<file path="config.mk">
export PLATFORM = sky130hd
export DESIGN_NAME = sdm_top
export DESIGN_NICKNAME = d
export VERILOG_FILES = /design/src/design/sdm_fifo.v /design/src/design/sdm_top.v
export VERILOG_INCLUDE_DIRS = /design/src /design/src/design
export SDC_FILE = /design/constraint.sdc
export NUM_CORES = 1
export LEC_CHECK = 0
export BUFFER_PORTS_ARGS = -buffer_cell sky130_fd_sc_hd__buf_2
export CORE_MARGIN = 3
export CORE_UTILIZATION = 35
export CTS_BUF_LIST = sky130_fd_sc_hd__clkbuf_4 sky130_fd_sc_hd__clkbuf_8 sky130_fd_sc_hd__clkbuf_16
export DETAILED_ROUTE_END_ITERATION = 7
export PLACE_DENSITY = 0.58
export SLEW_MARGIN = 20
export SYNTH_ARGS = -nofsm -noshare
export SYNTH_HDL_FRONTEND = slang
export SYNTH_HIERARCHICAL = 1
export SYNTH_SLANG_ARGS = --single-unit
</file>
<file path="constraint.sdc">
create_clock -name CLK -period 3.1 [get_ports CLK]
set_clock_uncertainty 0.05 [all_clocks]
set_input_delay 0.155 -clock CLK [delete_from_list [all_inputs] [get_ports CLK]]
set_output_delay 0.155 -clock CLK [all_outputs]
set_load 0.02 [all_outputs]
</file>
<file path="src/design/sdm_regs.vh">
// Register offsets, field positions, reset values and sizes of the sample demultiplexer
`ifndef SDM_REGS_VH
`define SDM_REGS_VH

// Register byte offsets
`define SDM_CTRL_OFS        12'h000
`define SDM_STATUS_OFS      12'h004
`define SDM_ACTIVE_OFS      12'h008

// Control and active-setting field positions
`define SDM_EDGE_BIT        0
`define SDM_RATE_BIT        1
`define SDM_AWAKE_BIT       2
`define SDM_SIMUL_BIT       3
`define SDM_RATIO_BIT       4
`define SDM_NORMAL_BIT      5
`define SDM_HOLD_BIT        8

// Status field positions
`define SDM_ST_IDX_LSB      0
`define SDM_ST_IDX_MSB      1
`define SDM_ST_OVF_BIT      2
`define SDM_ST_EMPTY_BIT    3
`define SDM_ST_FULL_BIT     4
`define SDM_ST_CNT_LSB      8
`define SDM_ST_CNT_MSB      12

// Reset values: every select reads as if left floating
`define SDM_CTRL_RST        9'h03f
`define SDM_ACTIVE_RST      4'hf

// Sizes
`define SDM_SAMPLE_W        10
`define SDM_FIFO_DEPTH      16
`define SDM_FIFO_AW         4
`define SDM_NPORTS          4

`endif

</file>
<file path="src/design/sdm_fifo.v">
// Sample FIFO with valid and ready on both sides
`timescale 1ns/1ps
module sdm_fifo #(
    parameter WIDTH = 10,
    parameter DEPTH = 16,
    parameter AW    = 4
) (
    // Clock and reset
    input  wire             clk,
    input  wire             rst_b,
    input  wire             flush,
    // Fill side
    input  wire             in_valid,
    output wire             in_ready,
    input  wire [WIDTH-1:0] in_data,
    // Drain side
    output wire             out_valid,
    input  wire             out_ready,
    output wire [WIDTH-1:0] out_data,
    // Fill level
    output wire [AW:0]      count
);
    reg  [WIDTH-1:0] mem [0:DEPTH-1];
    reg  [AW-1:0]    wr_q;
    reg  [AW-1:0]    rd_q;
    reg  [AW:0]      cnt_q;
    wire             push;
    wire             pop;

    assign in_ready  = (cnt_q != DEPTH[AW:0]);
    assign out_valid = (cnt_q != {(AW+1){1'b0}});
    assign out_data  = mem[rd_q];
    assign count     = cnt_q;
    assign push      = in_valid & in_ready;
    assign pop       = out_valid & out_ready;

    always @(posedge clk) begin
        if (push) begin
            mem[wr_q] <= in_data;
        end
    end

    always @(posedge clk or negedge rst_b) begin
        if (!rst_b) begin
            wr_q  <= {AW{1'b0}};
            rd_q  <= {AW{1'b0}};
            cnt_q <= {(AW+1){1'b0}};
        end else if (flush) begin
            wr_q  <= {AW{1'b0}};
            rd_q  <= {AW{1'b0}};
            cnt_q <= {(AW+1){1'b0}};
        end else begin
            if (push) begin
                wr_q <= wr_q + {{(AW-1){1'b0}}, 1'b1};
            end
            if (pop) begin
                rd_q <= rd_q + {{(AW-1){1'b0}}, 1'b1};
            end
            if (push && !pop) begin
                cnt_q <= cnt_q + {{AW{1'b0}}, 1'b1};
            end else if (pop && !push) begin
                cnt_q <= cnt_q - {{AW{1'b0}}, 1'b1};
            end
        end
    end
endmodule // sdm_fifo

</file>
<file path="src/design/sdm_top.v">
// Sample demultiplexer: link capture, FIFO, port distribution and AHB-Lite registers
//
// Overview of operation
// - The demux reset input is active high and holds the demultiplexing state reset while asserted.
// - The block runs from power-up without a demux reset; changes to power, skew, edge or rate settings need one.
// - After a demux reset the first delivered sample goes to port A.
// - With the edge select at 1, samples are captured on both edges of the forwarded link clock.
// - With the rate select high the output clock runs single rate, with it low it runs half rate.
// - With the power select at 0 the ports freeze and conversion stops; at 1 it converts normally.
// - With the skew select at 0 ports update staggered; at 1 they update together.
// - With the ratio select at 0 samples spread over two ports; at 1 over four.
// - With the self-test select at 0 a test pattern replaces the converter data; at 1 normal conversion.
//
// Chosen here: the AHB-Lite interface to the registers and the placing of the registers.
`timescale 1ns/1ps
`include "sdm_regs.vh"
module sdm_top (
    // Clock and reset
    input  wire        CLK,
    input  wire        RST_B,
    // AHB-Lite slave
    input  wire        HSEL,
    input  wire [31:0] HADDR,
    input  wire [1:0]  HTRANS,
    input  wire        HWRITE,
    input  wire [2:0]  HSIZE,
    input  wire [31:0] HWDATA,
    input  wire        HREADY,
    output wire [31:0] HRDATA,
    output wire        HREADYOUT,
    output wire        HRESP,
    // Converter link
    input  wire        LINK_CLK,
    input  wire [9:0]  LINK_DATA,
    input  wire        DEMUX_RESET_IN,
    // Output ports
    output wire [9:0]  PORT_A,
    output wire [9:0]  PORT_B,
    output wire [9:0]  PORT_C,
    output wire [9:0]  PORT_D,
    output wire        OUT_CLK
);
    localparam SW = `SDM_SAMPLE_W;
    localparam NP = `SDM_NPORTS;

    // Pin synchronisers
    reg           lclk_s1_q;
    reg           lclk_s2_q;
    reg           lclk_s3_q;
    reg  [SW-1:0] ldat_s1_q;
    reg  [SW-1:0] ldat_s2_q;
    reg           drst_s1_q;
    reg           drst_s2_q;

    // Registers
    reg  [8:0]    ctrl_q;
    reg  [3:0]    act_q;
    reg           ovf_q;
    reg           ovf_d;

    // Bus slave
    reg           wr_pend_q;
    reg  [11:0]   wr_addr_q;
    reg  [31:0]   hrdata_q;
    reg  [31:0]   rd_val;
    reg           hreadyout_q;
    reg           hresp_q;
    wire          addr_ok;
    wire          rd_take;
    wire          wr_take;
    wire          wr_ctrl;
    wire          wr_status;
    wire          ovf_clr;
    wire          ovf_set;

    // Datapath
    reg  [SW-1:0] pattern_q;
    reg  [1:0]    idx_q;
    reg           oclk_q;
    reg  [SW-1:0] port_q  [0:NP-1];
    reg  [SW-1:0] stage_q [0:NP-1];
    wire          dmx_rst;
    wire          lclk_edge;
    wire          lclk_rise;
    wire          capture;
    wire          awake;
    wire          simul;
    wire          ratio4;
    wire          normal;
    wire          hold;
    wire [1:0]    last_idx;
    wire [SW-1:0] cap_data;
    wire          fifo_in_valid;
    wire          fifo_in_ready;
    wire          fifo_out_valid;
    wire          fifo_out_ready;
    wire [SW-1:0] fifo_out_data;
    wire [`SDM_FIFO_AW:0] fifo_count;
    wire          pop;
    wire          word_done;
    wire          edge_both;
    wire          full_rate;
    wire          fifo_full;
    wire          fifo_empty;
    wire          pattern_step;

    // Two-stage synchronisers for every link pin
    always @(posedge CLK or negedge RST_B) begin
        if (!RST_B) begin
            lclk_s1_q <= 1'b0;
            lclk_s2_q <= 1'b0;
            lclk_s3_q <= 1'b0;
            ldat_s1_q <= {SW{1'b0}};
            ldat_s2_q <= {SW{1'b0}};
            drst_s1_q <= 1'b0;
            drst_s2_q <= 1'b0;
        end else begin
            lclk_s1_q <= LINK_CLK;
            lclk_s2_q <= lclk_s1_q;
            lclk_s3_q <= lclk_s2_q;
            ldat_s1_q <= LINK_DATA;
            ldat_s2_q <= ldat_s1_q;
            drst_s1_q <= DEMUX_RESET_IN;
            drst_s2_q <= drst_s1_q;
        end
    end

    assign dmx_rst   = drst_s2_q;
    assign lclk_edge = lclk_s2_q ^ lclk_s3_q;
    assign lclk_rise = lclk_s2_q & ~lclk_s3_q;

    // Settings: latched ones from act_q, live ones from ctrl_q
    assign awake    = act_q[`SDM_AWAKE_BIT];
    assign simul    = act_q[`SDM_SIMUL_BIT];
    assign ratio4   = ctrl_q[`SDM_RATIO_BIT];
    assign normal   = ctrl_q[`SDM_NORMAL_BIT];
    assign hold     = ctrl_q[`SDM_HOLD_BIT];
    assign last_idx = ratio4 ? 2'h3 : 2'h1;
    assign edge_both = act_q[`SDM_EDGE_BIT];
    assign full_rate = act_q[`SDM_RATE_BIT];

    // Both edges or rising edge only
    assign capture  = edge_both ? lclk_edge : lclk_rise;

    // Test pattern in place of converter data
    assign cap_data = normal ? ldat_s2_q : pattern_q;
    assign pattern_step = capture & ~normal & awake;

    always @(posedge CLK or negedge RST_B) begin
        if (!RST_B) begin
            pattern_q <= {SW{1'b0}};
        end else if (dmx_rst) begin
            pattern_q <= {SW{1'b0}};
        end else if (pattern_step) begin
            pattern_q <= pattern_q + {{(SW-1){1'b0}}, 1'b1};
        end
    end

    // Sleep drops capture, demux reset flushes
    assign fifo_in_valid  = capture & awake & ~dmx_rst;
    assign fifo_out_ready = ~hold & awake & ~dmx_rst;

    sdm_fifo #(
        .WIDTH (SW),
        .DEPTH (`SDM_FIFO_DEPTH),
        .AW    (`SDM_FIFO_AW)
    ) u_fifo (
        .clk       (CLK),
        .rst_b     (RST_B),
        .flush     (dmx_rst),
        .in_valid  (fifo_in_valid),
        .in_ready  (fifo_in_ready),
        .in_data   (cap_data),
        .out_valid (fifo_out_valid),
        .out_ready (fifo_out_ready),
        .out_data  (fifo_out_data),
        .count     (fifo_count)
    );

    assign pop       = fifo_out_valid & fifo_out_ready;
    assign word_done = pop & (idx_q == last_idx);
    assign fifo_full  = ~fifo_in_ready;
    assign fifo_empty = ~fifo_out_valid;

    // Port index: starts at A, wraps after the last port
    always @(posedge CLK or negedge RST_B) begin
        if (!RST_B) begin
            idx_q <= 2'h0;
        end else if (dmx_rst) begin
            idx_q <= 2'h0;
        end else if (pop) begin
            if (idx_q >= last_idx) begin
                idx_q <= 2'h0;
            end else begin
                idx_q <= idx_q + 2'h1;
            end
        end
    end

    // Per-port staging and output registers
    genvar g;
    generate
        for (g = 0; g < NP; g = g + 1) begin : g_port
            wire mine;
            wire in_word;
            wire load_word;
            assign mine      = pop & ({30'h0, idx_q} == g);
            assign in_word   = ({30'h0, last_idx} >= g);
            assign load_word = word_done & in_word;
            always @(posedge CLK or negedge RST_B) begin
                if (!RST_B) begin
                    stage_q[g] <= {SW{1'b0}};
                    port_q[g]  <= {SW{1'b0}};
                end else if (dmx_rst) begin
                    stage_q[g] <= {SW{1'b0}};
                end else if (!simul) begin
                    if (mine) begin
                        port_q[g] <= fifo_out_data;
                    end
                end else begin
                    if (mine) begin
                        stage_q[g] <= fifo_out_data;
                    end
                    if (load_word) begin
                        port_q[g] <= mine ? fifo_out_data : stage_q[g];
                    end
                end
            end
        end
    endgenerate

    // Output clock: pulse per word at full rate, toggle per word at half rate
    always @(posedge CLK or negedge RST_B) begin
        if (!RST_B) begin
            oclk_q <= 1'b0;
        end else if (dmx_rst) begin
            oclk_q <= 1'b0;
        end else if (full_rate) begin
            if (word_done) begin
                oclk_q <= 1'b1;
            end else if (pop) begin
                oclk_q <= 1'b0;
            end
        end else if (word_done) begin
            oclk_q <= ~oclk_q;
        end
    end

    // Settings take effect at power-up and at each demux reset
    always @(posedge CLK or negedge RST_B) begin
        if (!RST_B) begin
            act_q <= `SDM_ACTIVE_RST;
        end else if (dmx_rst) begin
            act_q <= ctrl_q[3:0];
        end
    end

    // Overflow when the FIFO refuses a captured sample
    always @* begin
        ovf_d = ovf_q;
        if (ovf_clr) begin
            ovf_d = 1'b0;
        end
        if (ovf_set) begin
            ovf_d = 1'b1;
        end
    end

    // AHB-Lite address phase
    assign addr_ok = HSEL & HREADY & HTRANS[1];
    assign rd_take = addr_ok & ~HWRITE;
    assign wr_take = addr_ok & HWRITE;

    // Data-phase write strobes
    assign wr_ctrl   = wr_pend_q & (wr_addr_q == `SDM_CTRL_OFS);
    assign wr_status = wr_pend_q & (wr_addr_q == `SDM_STATUS_OFS);
    assign ovf_clr   = wr_status & HWDATA[`SDM_ST_OVF_BIT];
    assign ovf_set   = fifo_in_valid & fifo_full;

    always @* begin
        rd_val = 32'h0000_0000;
        if (HADDR[11:0] == `SDM_CTRL_OFS) begin
            rd_val[8:0] = ctrl_q;
        end else if (HADDR[11:0] == `SDM_STATUS_OFS) begin
            rd_val[`SDM_ST_IDX_MSB:`SDM_ST_IDX_LSB] = idx_q;
            rd_val[`SDM_ST_OVF_BIT]   = ovf_q;
            rd_val[`SDM_ST_EMPTY_BIT] = fifo_empty;
            rd_val[`SDM_ST_FULL_BIT]  = fifo_full;
            rd_val[`SDM_ST_CNT_MSB:`SDM_ST_CNT_LSB] = fifo_count;
        end else if (HADDR[11:0] == `SDM_ACTIVE_OFS) begin
            rd_val[3:0] = act_q;
        end
    end

    always @(posedge CLK or negedge RST_B) begin
        if (!RST_B) begin
            wr_pend_q   <= 1'b0;
            wr_addr_q   <= 12'h000;
            hrdata_q    <= 32'h0000_0000;
        end else if (HREADY) begin
            wr_pend_q <= wr_take;
            wr_addr_q <= {HADDR[11:2], 2'b00};
            if (rd_take) begin
                hrdata_q <= rd_val;
            end
        end
    end

    // Zero wait states, always OKAY
    always @(posedge CLK or negedge RST_B) begin
        if (!RST_B) begin
            hreadyout_q <= 1'b0;
            hresp_q     <= 1'b0;
        end else begin
            hreadyout_q <= 1'b1;
            hresp_q     <= 1'b0;
        end
    end

    // AHB-Lite data phase writes
    always @(posedge CLK or negedge RST_B) begin
        if (!RST_B) begin
            ctrl_q <= `SDM_CTRL_RST;
        end else if (wr_ctrl) begin
            ctrl_q <= HWDATA[8:0];
        end
    end

    // Sticky overflow, set wins over clear
    always @(posedge CLK or negedge RST_B) begin
        if (!RST_B) begin
            ovf_q <= 1'b0;
        end else begin
            ovf_q <= ovf_d;
        end
    end

    assign HRDATA    = hrdata_q;
    assign HREADYOUT = hreadyout_q;
    assign HRESP     = hresp_q;
    assign PORT_A    = port_q[0];
    assign PORT_B    = port_q[1];
    assign PORT_C    = port_q[2];
    assign PORT_D    = port_q[3];
    assign OUT_CLK   = oclk_q;
endmodule // sdm_top
</file>
==> results of run 1 <==
## critical path, stage by stage, from the launching register on
cell	delay (ns)
dfrtp_1	0.38
ha_1	0.28
and2b_2	0.22
nor2_1	0.06
nor2_2	0.11
a21boi_4	0.22
ha_4	0.17
inv_4	0.05
fa_2	0.36
a21o_1	0.19
a21oi_2	0.14
mux2i_1	0.24
mux2_2	0.35
## Yosys cell counts, types with 4 or more instances
master / count / share of area
a21o_1: 5 / 0.0027
a21oi_1: 32 / 0.011
a221oi_1: 20 / 0.013
a22o_1: 5 / 0.0031
a22oi_1: 11 / 0.0059
a2bb2oi_1: 18 / 0.011
a32o_1: 4 / 0.0029
buf_2: 12 / 0.0043
buf_4: 25 / 0.013
buf_6: 8 / 0.0064
clkbuf_1: 32 / 0.0086
dfrtp_1: 160 / 0.29
dfstp_2: 10 / 0.019
edfxtp_1: 160 / 0.34
ha_1: 17 / 0.015
inv_1: 18 / 0.0048
mux2_2: 31 / 0.025
mux2i_1: 105 / 0.075
mux4_2: 20 / 0.032
nand2_1: 33 / 0.0089
nand2b_1: 6 / 0.0027
nand3_1: 6 / 0.0021
nand4b_1: 4 / 0.0025
nor2_1: 104 / 0.028
nor2b_1: 4 / 0.0018
nor3_1: 6 / 0.0021
nor4_1: 6 / 0.0027
o2111ai_1: 4 / 0.0025
o21ai_0: 24 / 0.0086
o22ai_1: 19 / 0.0085
xnor2_1: 4 / 0.0025
xor2_1: 10 / 0.0063
## logic make-up (layout without fill, tap and decap cells)
logic type      Yosys count  in the layout
compound gates          162            162
xor+xnor                 14             14
other cells               2             21
simple gates            194            194
fa+ha+maj                18             18
buf+inv                  99            263
mux                     156            156
flops                   330            330
## power by group through the flow
| stage | combinational, mW | clock, mW | sequential [mW] |
|---|---|---|---|
| 3_5_place_dp | 0.524 | 0 | 4.85 |
| 2_1_floorplan | 0.209 | 0 | 4.96 |
| 3_3_place_gp | 0.519 | 0 | 4.85 |
| 4_1_cts | 0.556 | 4.49 | 4.77 |
| 6_report | 0.549 | 4.38 | 4.77 |
| 5_1_grt | 0.597 | 4.67 | 4.78 |
## registers in the layout, summed over array words and instances (netlist names), 2 cells and up
register / flops
PORT_C: 10
ctrl_q: 9
stage_q: 40
u_fifo/wr_q: 4
wr_addr_q: 10
ldat_s2_q: 10
PORT_B: 10
u_fifo/mem: 160
u_fifo/rd_q: 4
ldat_s1_q: 10
PORT_D: 10
act_q: 4
idx_q: 2
pattern_q: 10
PORT_A: 10
HRDATA: 13
u_fifo/count: 5
## layout make-up
class / instances / area [um^2] / area share
Sequential cell: 330 / 9076 / 0.5417
Multi-Input combinational cell: 565 / 4459 / 0.2662
Timing Repair Buffer: 180 / 1245 / 0.07431
Clock buffer: 51 / 1139 / 0.06796
Tap cell: 518 / 648.1 / 0.03869
Clock inverter: 13 / 112.6 / 0.006721
Inverter: 19 / 73.82 / 0.004406
## cells in the final DEF (no fill, tap or decap), drive strengths merged, types with 21 or more instances in the layout
master       instances
mux2                31
conb                21
a21oi               32
dfrtp              160
edfxtp             160
nand2               35
dlygate4sd3         33
nor2               107
o22ai               21
buf                147
o21ai               26
clkbuf              51
mux2i              105
## per-layer routing
| metal | GRT usage | part of all wire |
|---|---|---|
| met4 | 0.03733 | 0.019 |
| met3 | 0.01993 | 0.033 |
| met1 | 0.1990 | 0.47 |
| met2 | 0.2213 | 0.48 |
| met5 | 0 | 0 |
## worst paths after layout
kind | slack, ns | start | endpoint
max | 0.16 | lclk_s2_q$_DFF_PN0_ | u_fifo/count[4]$_DFFE_PN0P_
min | 0.02 | HREADY | wr_pend_q$_DFFE_PN0P_
max reg2reg | 0.16 | lclk_s2_q$_DFF_PN0_ | u_fifo/count[4]$_DFFE_PN0P_
min reg2reg | 0.29 | lclk_s1_q$_DFF_PN0_ | lclk_s2_q$_DFF_PN0_
max in group asynchronous | 1.96 | RST_B | act_q[0]$_DFFE_PN1P_
min in group asynchronous | 0.24 | RST_B | PORT_C[7]$_DFFE_PN0P_
## per-stage QoR
step                      std cells  utilization  cell area [um^2]  hold WS [ns]  setup TNS, ns
after CTS                      1674       0.4287             16720      0.002551              0
final                          1676       0.4295             16750       0.01791              0
after detailed placement       1577       0.3882             15140        0.2143              0
after floorplan                 994            -             14060       -0.1906              0
after global routing           1676       0.4295             16750       0.03399      -0.004410
after global placement         1577       0.3882             15140        0.2126              0
## timing repair
action	in CTS	in global routing
hold buffers	33	0
resized for setup	0	3
endpoints found under the hold margin	110	0
setup endpoints to repair	0	1
setup buffers	0	2
==> results_dict.tcl, run 1 <==
set metrics [dict create \
    power_frac_seq 0.492 \
    outcome "finished, final reports clean" \
    final_hold_viol_count 0 \
    wl_um 29440 \
    die_h_um 205.8 \
    clkSlewWorstSetupHoldPaths_ns 0.06 \
    synth-seq-cells 330 \
    num_vias 8252 \
    setup_violations 0 \
    cts_made_buffers 36 \
    async_flop_share 0.5152 \
    clock_path_buffers 3 \
    synthDistinctLibCells 64 \
    cap_violations 0 \
    grt_pass1_vias 8174 \
    clk_latency_ns 0.51 \
    swShare 0.2110 \
    fin_crit_sh 0.9469 \
    initial_core_util 0.3582 \
    p_comb_frac 0.057 \
    initialDrtViolationCount 483 \
    cts_sinks 330 \
    p_sw_mw 2.045 \
    synth_top_family_by_area "multiplexers" \
    leakagePower_nw 6.873 \
    p_per_area_nw_per_um2 578.5 \
    grt-ovfl-total 0 \
    syn_avg_cell_area_um2 14.33 \
    maxSlewHeadroom 0.4070 \
    drv_slew 0 \
    max_freq_mhz 340.7 \
    hold_depth 2 \
    cp_max_fo 6 \
    portBuffers 93 \
    ir_worst_vdd_mv 0.5086 \
    synth_area_um2 13970 \
    syn_to_final_growth_pct 19.92 \
    synth_edf_count 160 \
    arrival_ns 3.28 \
    gp_congestion 0.7833 \
    htreeDepth 2 \
    synth_simple_gate_area_frac 0.06663 \
    cts_tree "yes" \
    fill_cells 3548 \
    antenna_cells 0 \
    worstSetupPathType "reg -> reg" \
    grt_antenna_before_repair 0 \
    ant_nets 0 \
    die_area_um2 42350 \
    grt_use_total 0.1385 \
    p_int_mw 7.647 \
    core_area_um2 39010 \
    min_period_ns 2.935 \
    grt_max_degree 91 \
    syn_inst 975 \
    tightest_slew_ns 0.8895 \
    yosys-mux-area-fraction 0.1325 \
    wl_per_cell_um 17.56 \
    synth_warnings 6 \
    synthFlopType "edfxtp_1" \
    start_kind "register" \
    ys_seq_area_frac 0.6493 \
    drc 0 \
    vias_per_cell 4.924 \
    ff2ff_path_depth 12 \
    pwr-share-clk 0.451 \
    dr.pass1.iters 4 \
    setup_ws_ns 0.1647 \
    synth_fa_ha_area_frac 0.01666 \
    fp-row-count 72 \
    min_path_type "in -> reg" \
    die_w_um 205.8 \
    endpoint_kind "register" \
    worstPathRequired_ns 3.45 \
    hpwlAfterDp_um 19590 \
    cts_root_buffer "clkbuf_16" \
    grt_pass1_wl_um 46290 \
    io_pins 161 \
    totalPowerFinal_mw 9.692 \
    pre_cts_ws_ns 0.07668 \
    final_layout_size_suffix_gt1_frac 0.2547 \
    synthXorXnorAreaFrac 0.008777 \
    final_nets 1236 \
    synth_compound_area_frac 0.08687 \
]
Power figures use the tool's default switching activity.
==> run 2, diff against run 1 <==
Settings changed: CORE_UTILIZATION 35 to 39, PLACE_DENSITY 0.58 to 0.63, SETUP_SLACK_MARGIN set to 0.15.
==> results_dict.tcl, run 2 (synthesis gave the netlist of run 1 again) <==
set metrics [dict create \
    outcome "finished, final reports clean" \
    grt_pass1_wl_um 48100 \
    regMostFlops "u_fifo/mem" \
    arrival_ns 3.25 \
    largest_reg_flops 160 \
    start_kind "register" \
    totalPowerFinal_mw 9.609 \
    cts_root_buffer "clkbuf_16" \
    final_cell_mix "edfxtp_1 (160), dfrtp_1 (158), mux2i_1 (105)" \
    endpoint_kind "register" \
    stdcell_area_um2 16640 \
    final_common_cell "edfxtp_1" \
    final_nets 1233 \
    initialDrtViolationCount 583 \
    leakagePower_nw 6.844 \
    antenna_cells 0 \
    clk_latency_ns 0.52 \
    setup_tns_ns 0 \
    grt-ovfl-total 0 \
    cts_sinks 330 \
    instances_no_fill 1611 \
    pre_cts_ws_ns 0.1283 \
    dr_wl_met3_um 1238 \
    min_period_ns 2.898 \
    route.met2.wl_um 14540 \
    final_layout_size_suffix_gt1_frac 0.2552 \
    cpLargestDelayFamily "simple AND/OR/NAND/NOR gates" \
    die_area_um2 38130 \
    maxSlewHeadroom 0.5006 \
    clock_path_buffers 3 \
    ant_nets 0 \
    tightest_slew_ns 0.7491 \
    die_w_um 195.3 \
    drc 0 \
    grt_use_total 0.1571 \
    worstSetupPathType "reg -> reg" \
    num_vias 8309 \
    cts-resized-gates 0 \
    core_area_um2 34880 \
    min_path_type "in -> reg" \
    initial_core_util 0.4005 \
    hold-worst-slack_ns 0.05787 \
    grt_pass1_vias 8628 \
    cap_violations 0 \
    worstPathRequired_ns 3.45 \
    fin_util 0.4770 \
    min_from "HREADY" \
    startpoint "u_fifo/count[1]$_DFFE_PN0P_" \
    crit_path_top_delay_cell "or4_4" \
    r2r-start "u_fifo/count[1]$_DFFE_PN0P_" \
    syn_to_final_growth_pct 19.10 \
    fin_crit_sh 0.9348 \
    final_hold_viol_count 0 \
    ir_worst_vdd_mv 0.4640 \
    placed_cells 1507 \
    drv_slew 0 \
    m1WireLength_um 13560 \
    cts_tree "yes" \
    worst-path-buf-inv 1 \
    p_per_area_nw_per_um2 577.5 \
    setup_ws_ns 0.2022 \
    routed.top_layer "met4" \
    max_stage_delay_ns 0.57 \
    grt_max_degree 82 \
    max_freq_mhz 345.1 \
    grt_antenna_before_repair 0 \
    portBuffers 93 \
    hpwlAfterDp_um 19570 \
    wl_per_cell_um 18.52 \
    fp-row-count 68 \
    rsz0062_at_grt "true" \
    htreeDepth 2 \
    die_h_um 195.3 \
    cp_max_fo 6 \
    vias_per_cell 5.158 \
    placed_area_um2 15060 \
    setup_violations 0 \
    wl_um 29840 \
    io_pins 161 \
    clkSlewWorstSetupHoldPaths_ns 0.06 \
    regArea_um2 9076 \
    cp_cell_sequence "or4_4, o21ai_4, ha_4, inv_4, fa_2, a21o_1, a21oi_2, mux2i_1, mux2_2" \
    dr.pass1.iters 5 \
    gp_congestion 0.8029 \
    multi_input_area_um2 4464 \
    cts_made_buffers 37 \
    fill_cells 3043 \
]
-- run 2: cell types whose count changed in the layout (fill, tap and decap cells not counted), sizes merged --
| cell | delta |
|---|---|
| clkinv | -1 |
| buf | -5 |
| dlygate4sd3 | +1 |
| inv | +1 |
| clkbuf | +2 |
-- run 2: routing by layer --
| metal | up-vias | GRT usage |
|---|---|---|
| met4 | 0 | 0.04067 |
| met1 | 4219 | 0.2191 |
| met3 | 41 | 0.02968 |
| met2 | 152 | 0.2556 |
| met5 | - | 0 |
| li1 | 3897 | - |
-- run 2: layout make-up --
cell class,instances,area share
clock inverter,13,0.007219
timing repair buffer,176,0.07467
multi-input combinational,565,0.2683
sequential,330,0.5455
clock buffer,53,0.06572
inverter,19,0.004436
tap,455,0.03421
-- run 2: power breakdown --
group	switching [mW]	total (mW)	leakage (nW)	internal (mW)
clock	1.66	4.29	0.615	2.63
combinational	0.322	0.547	2.62	0.225
sequential	0.0774	4.78	3.61	4.70
-- run 2: path summary, 6_finish.rpt --
check | endpoint | slack [ns] | cells past startpoint
min | wr_addr_q[6]$_DFFE_PN0P_ | 0.06 | 2
max in group asynchronous | ctrl_q[4]$_DFFE_PN1P_ | 1.91 | 3
min in group asynchronous | stage_q[12]$_DFFE_PN0P_ | 0.21 | 2
max | u_fifo/count[4]$_DFFE_PN0P_ | 0.20 | 9
max reg2reg | u_fifo/count[4]$_DFFE_PN0P_ | 0.20 | 9
min reg2reg | ldat_s2_q[9]$_DFF_PN0_ | 0.30 | 0
-- run 2: repair_timing --
action | in CTS | in global routing
hold buffers | 34 | 0
setup endpoints to repair | 1 | 1
buffers inserted | 1 | 3
hold endpoints to repair | 108 | 0
pin swaps | 0 | 3
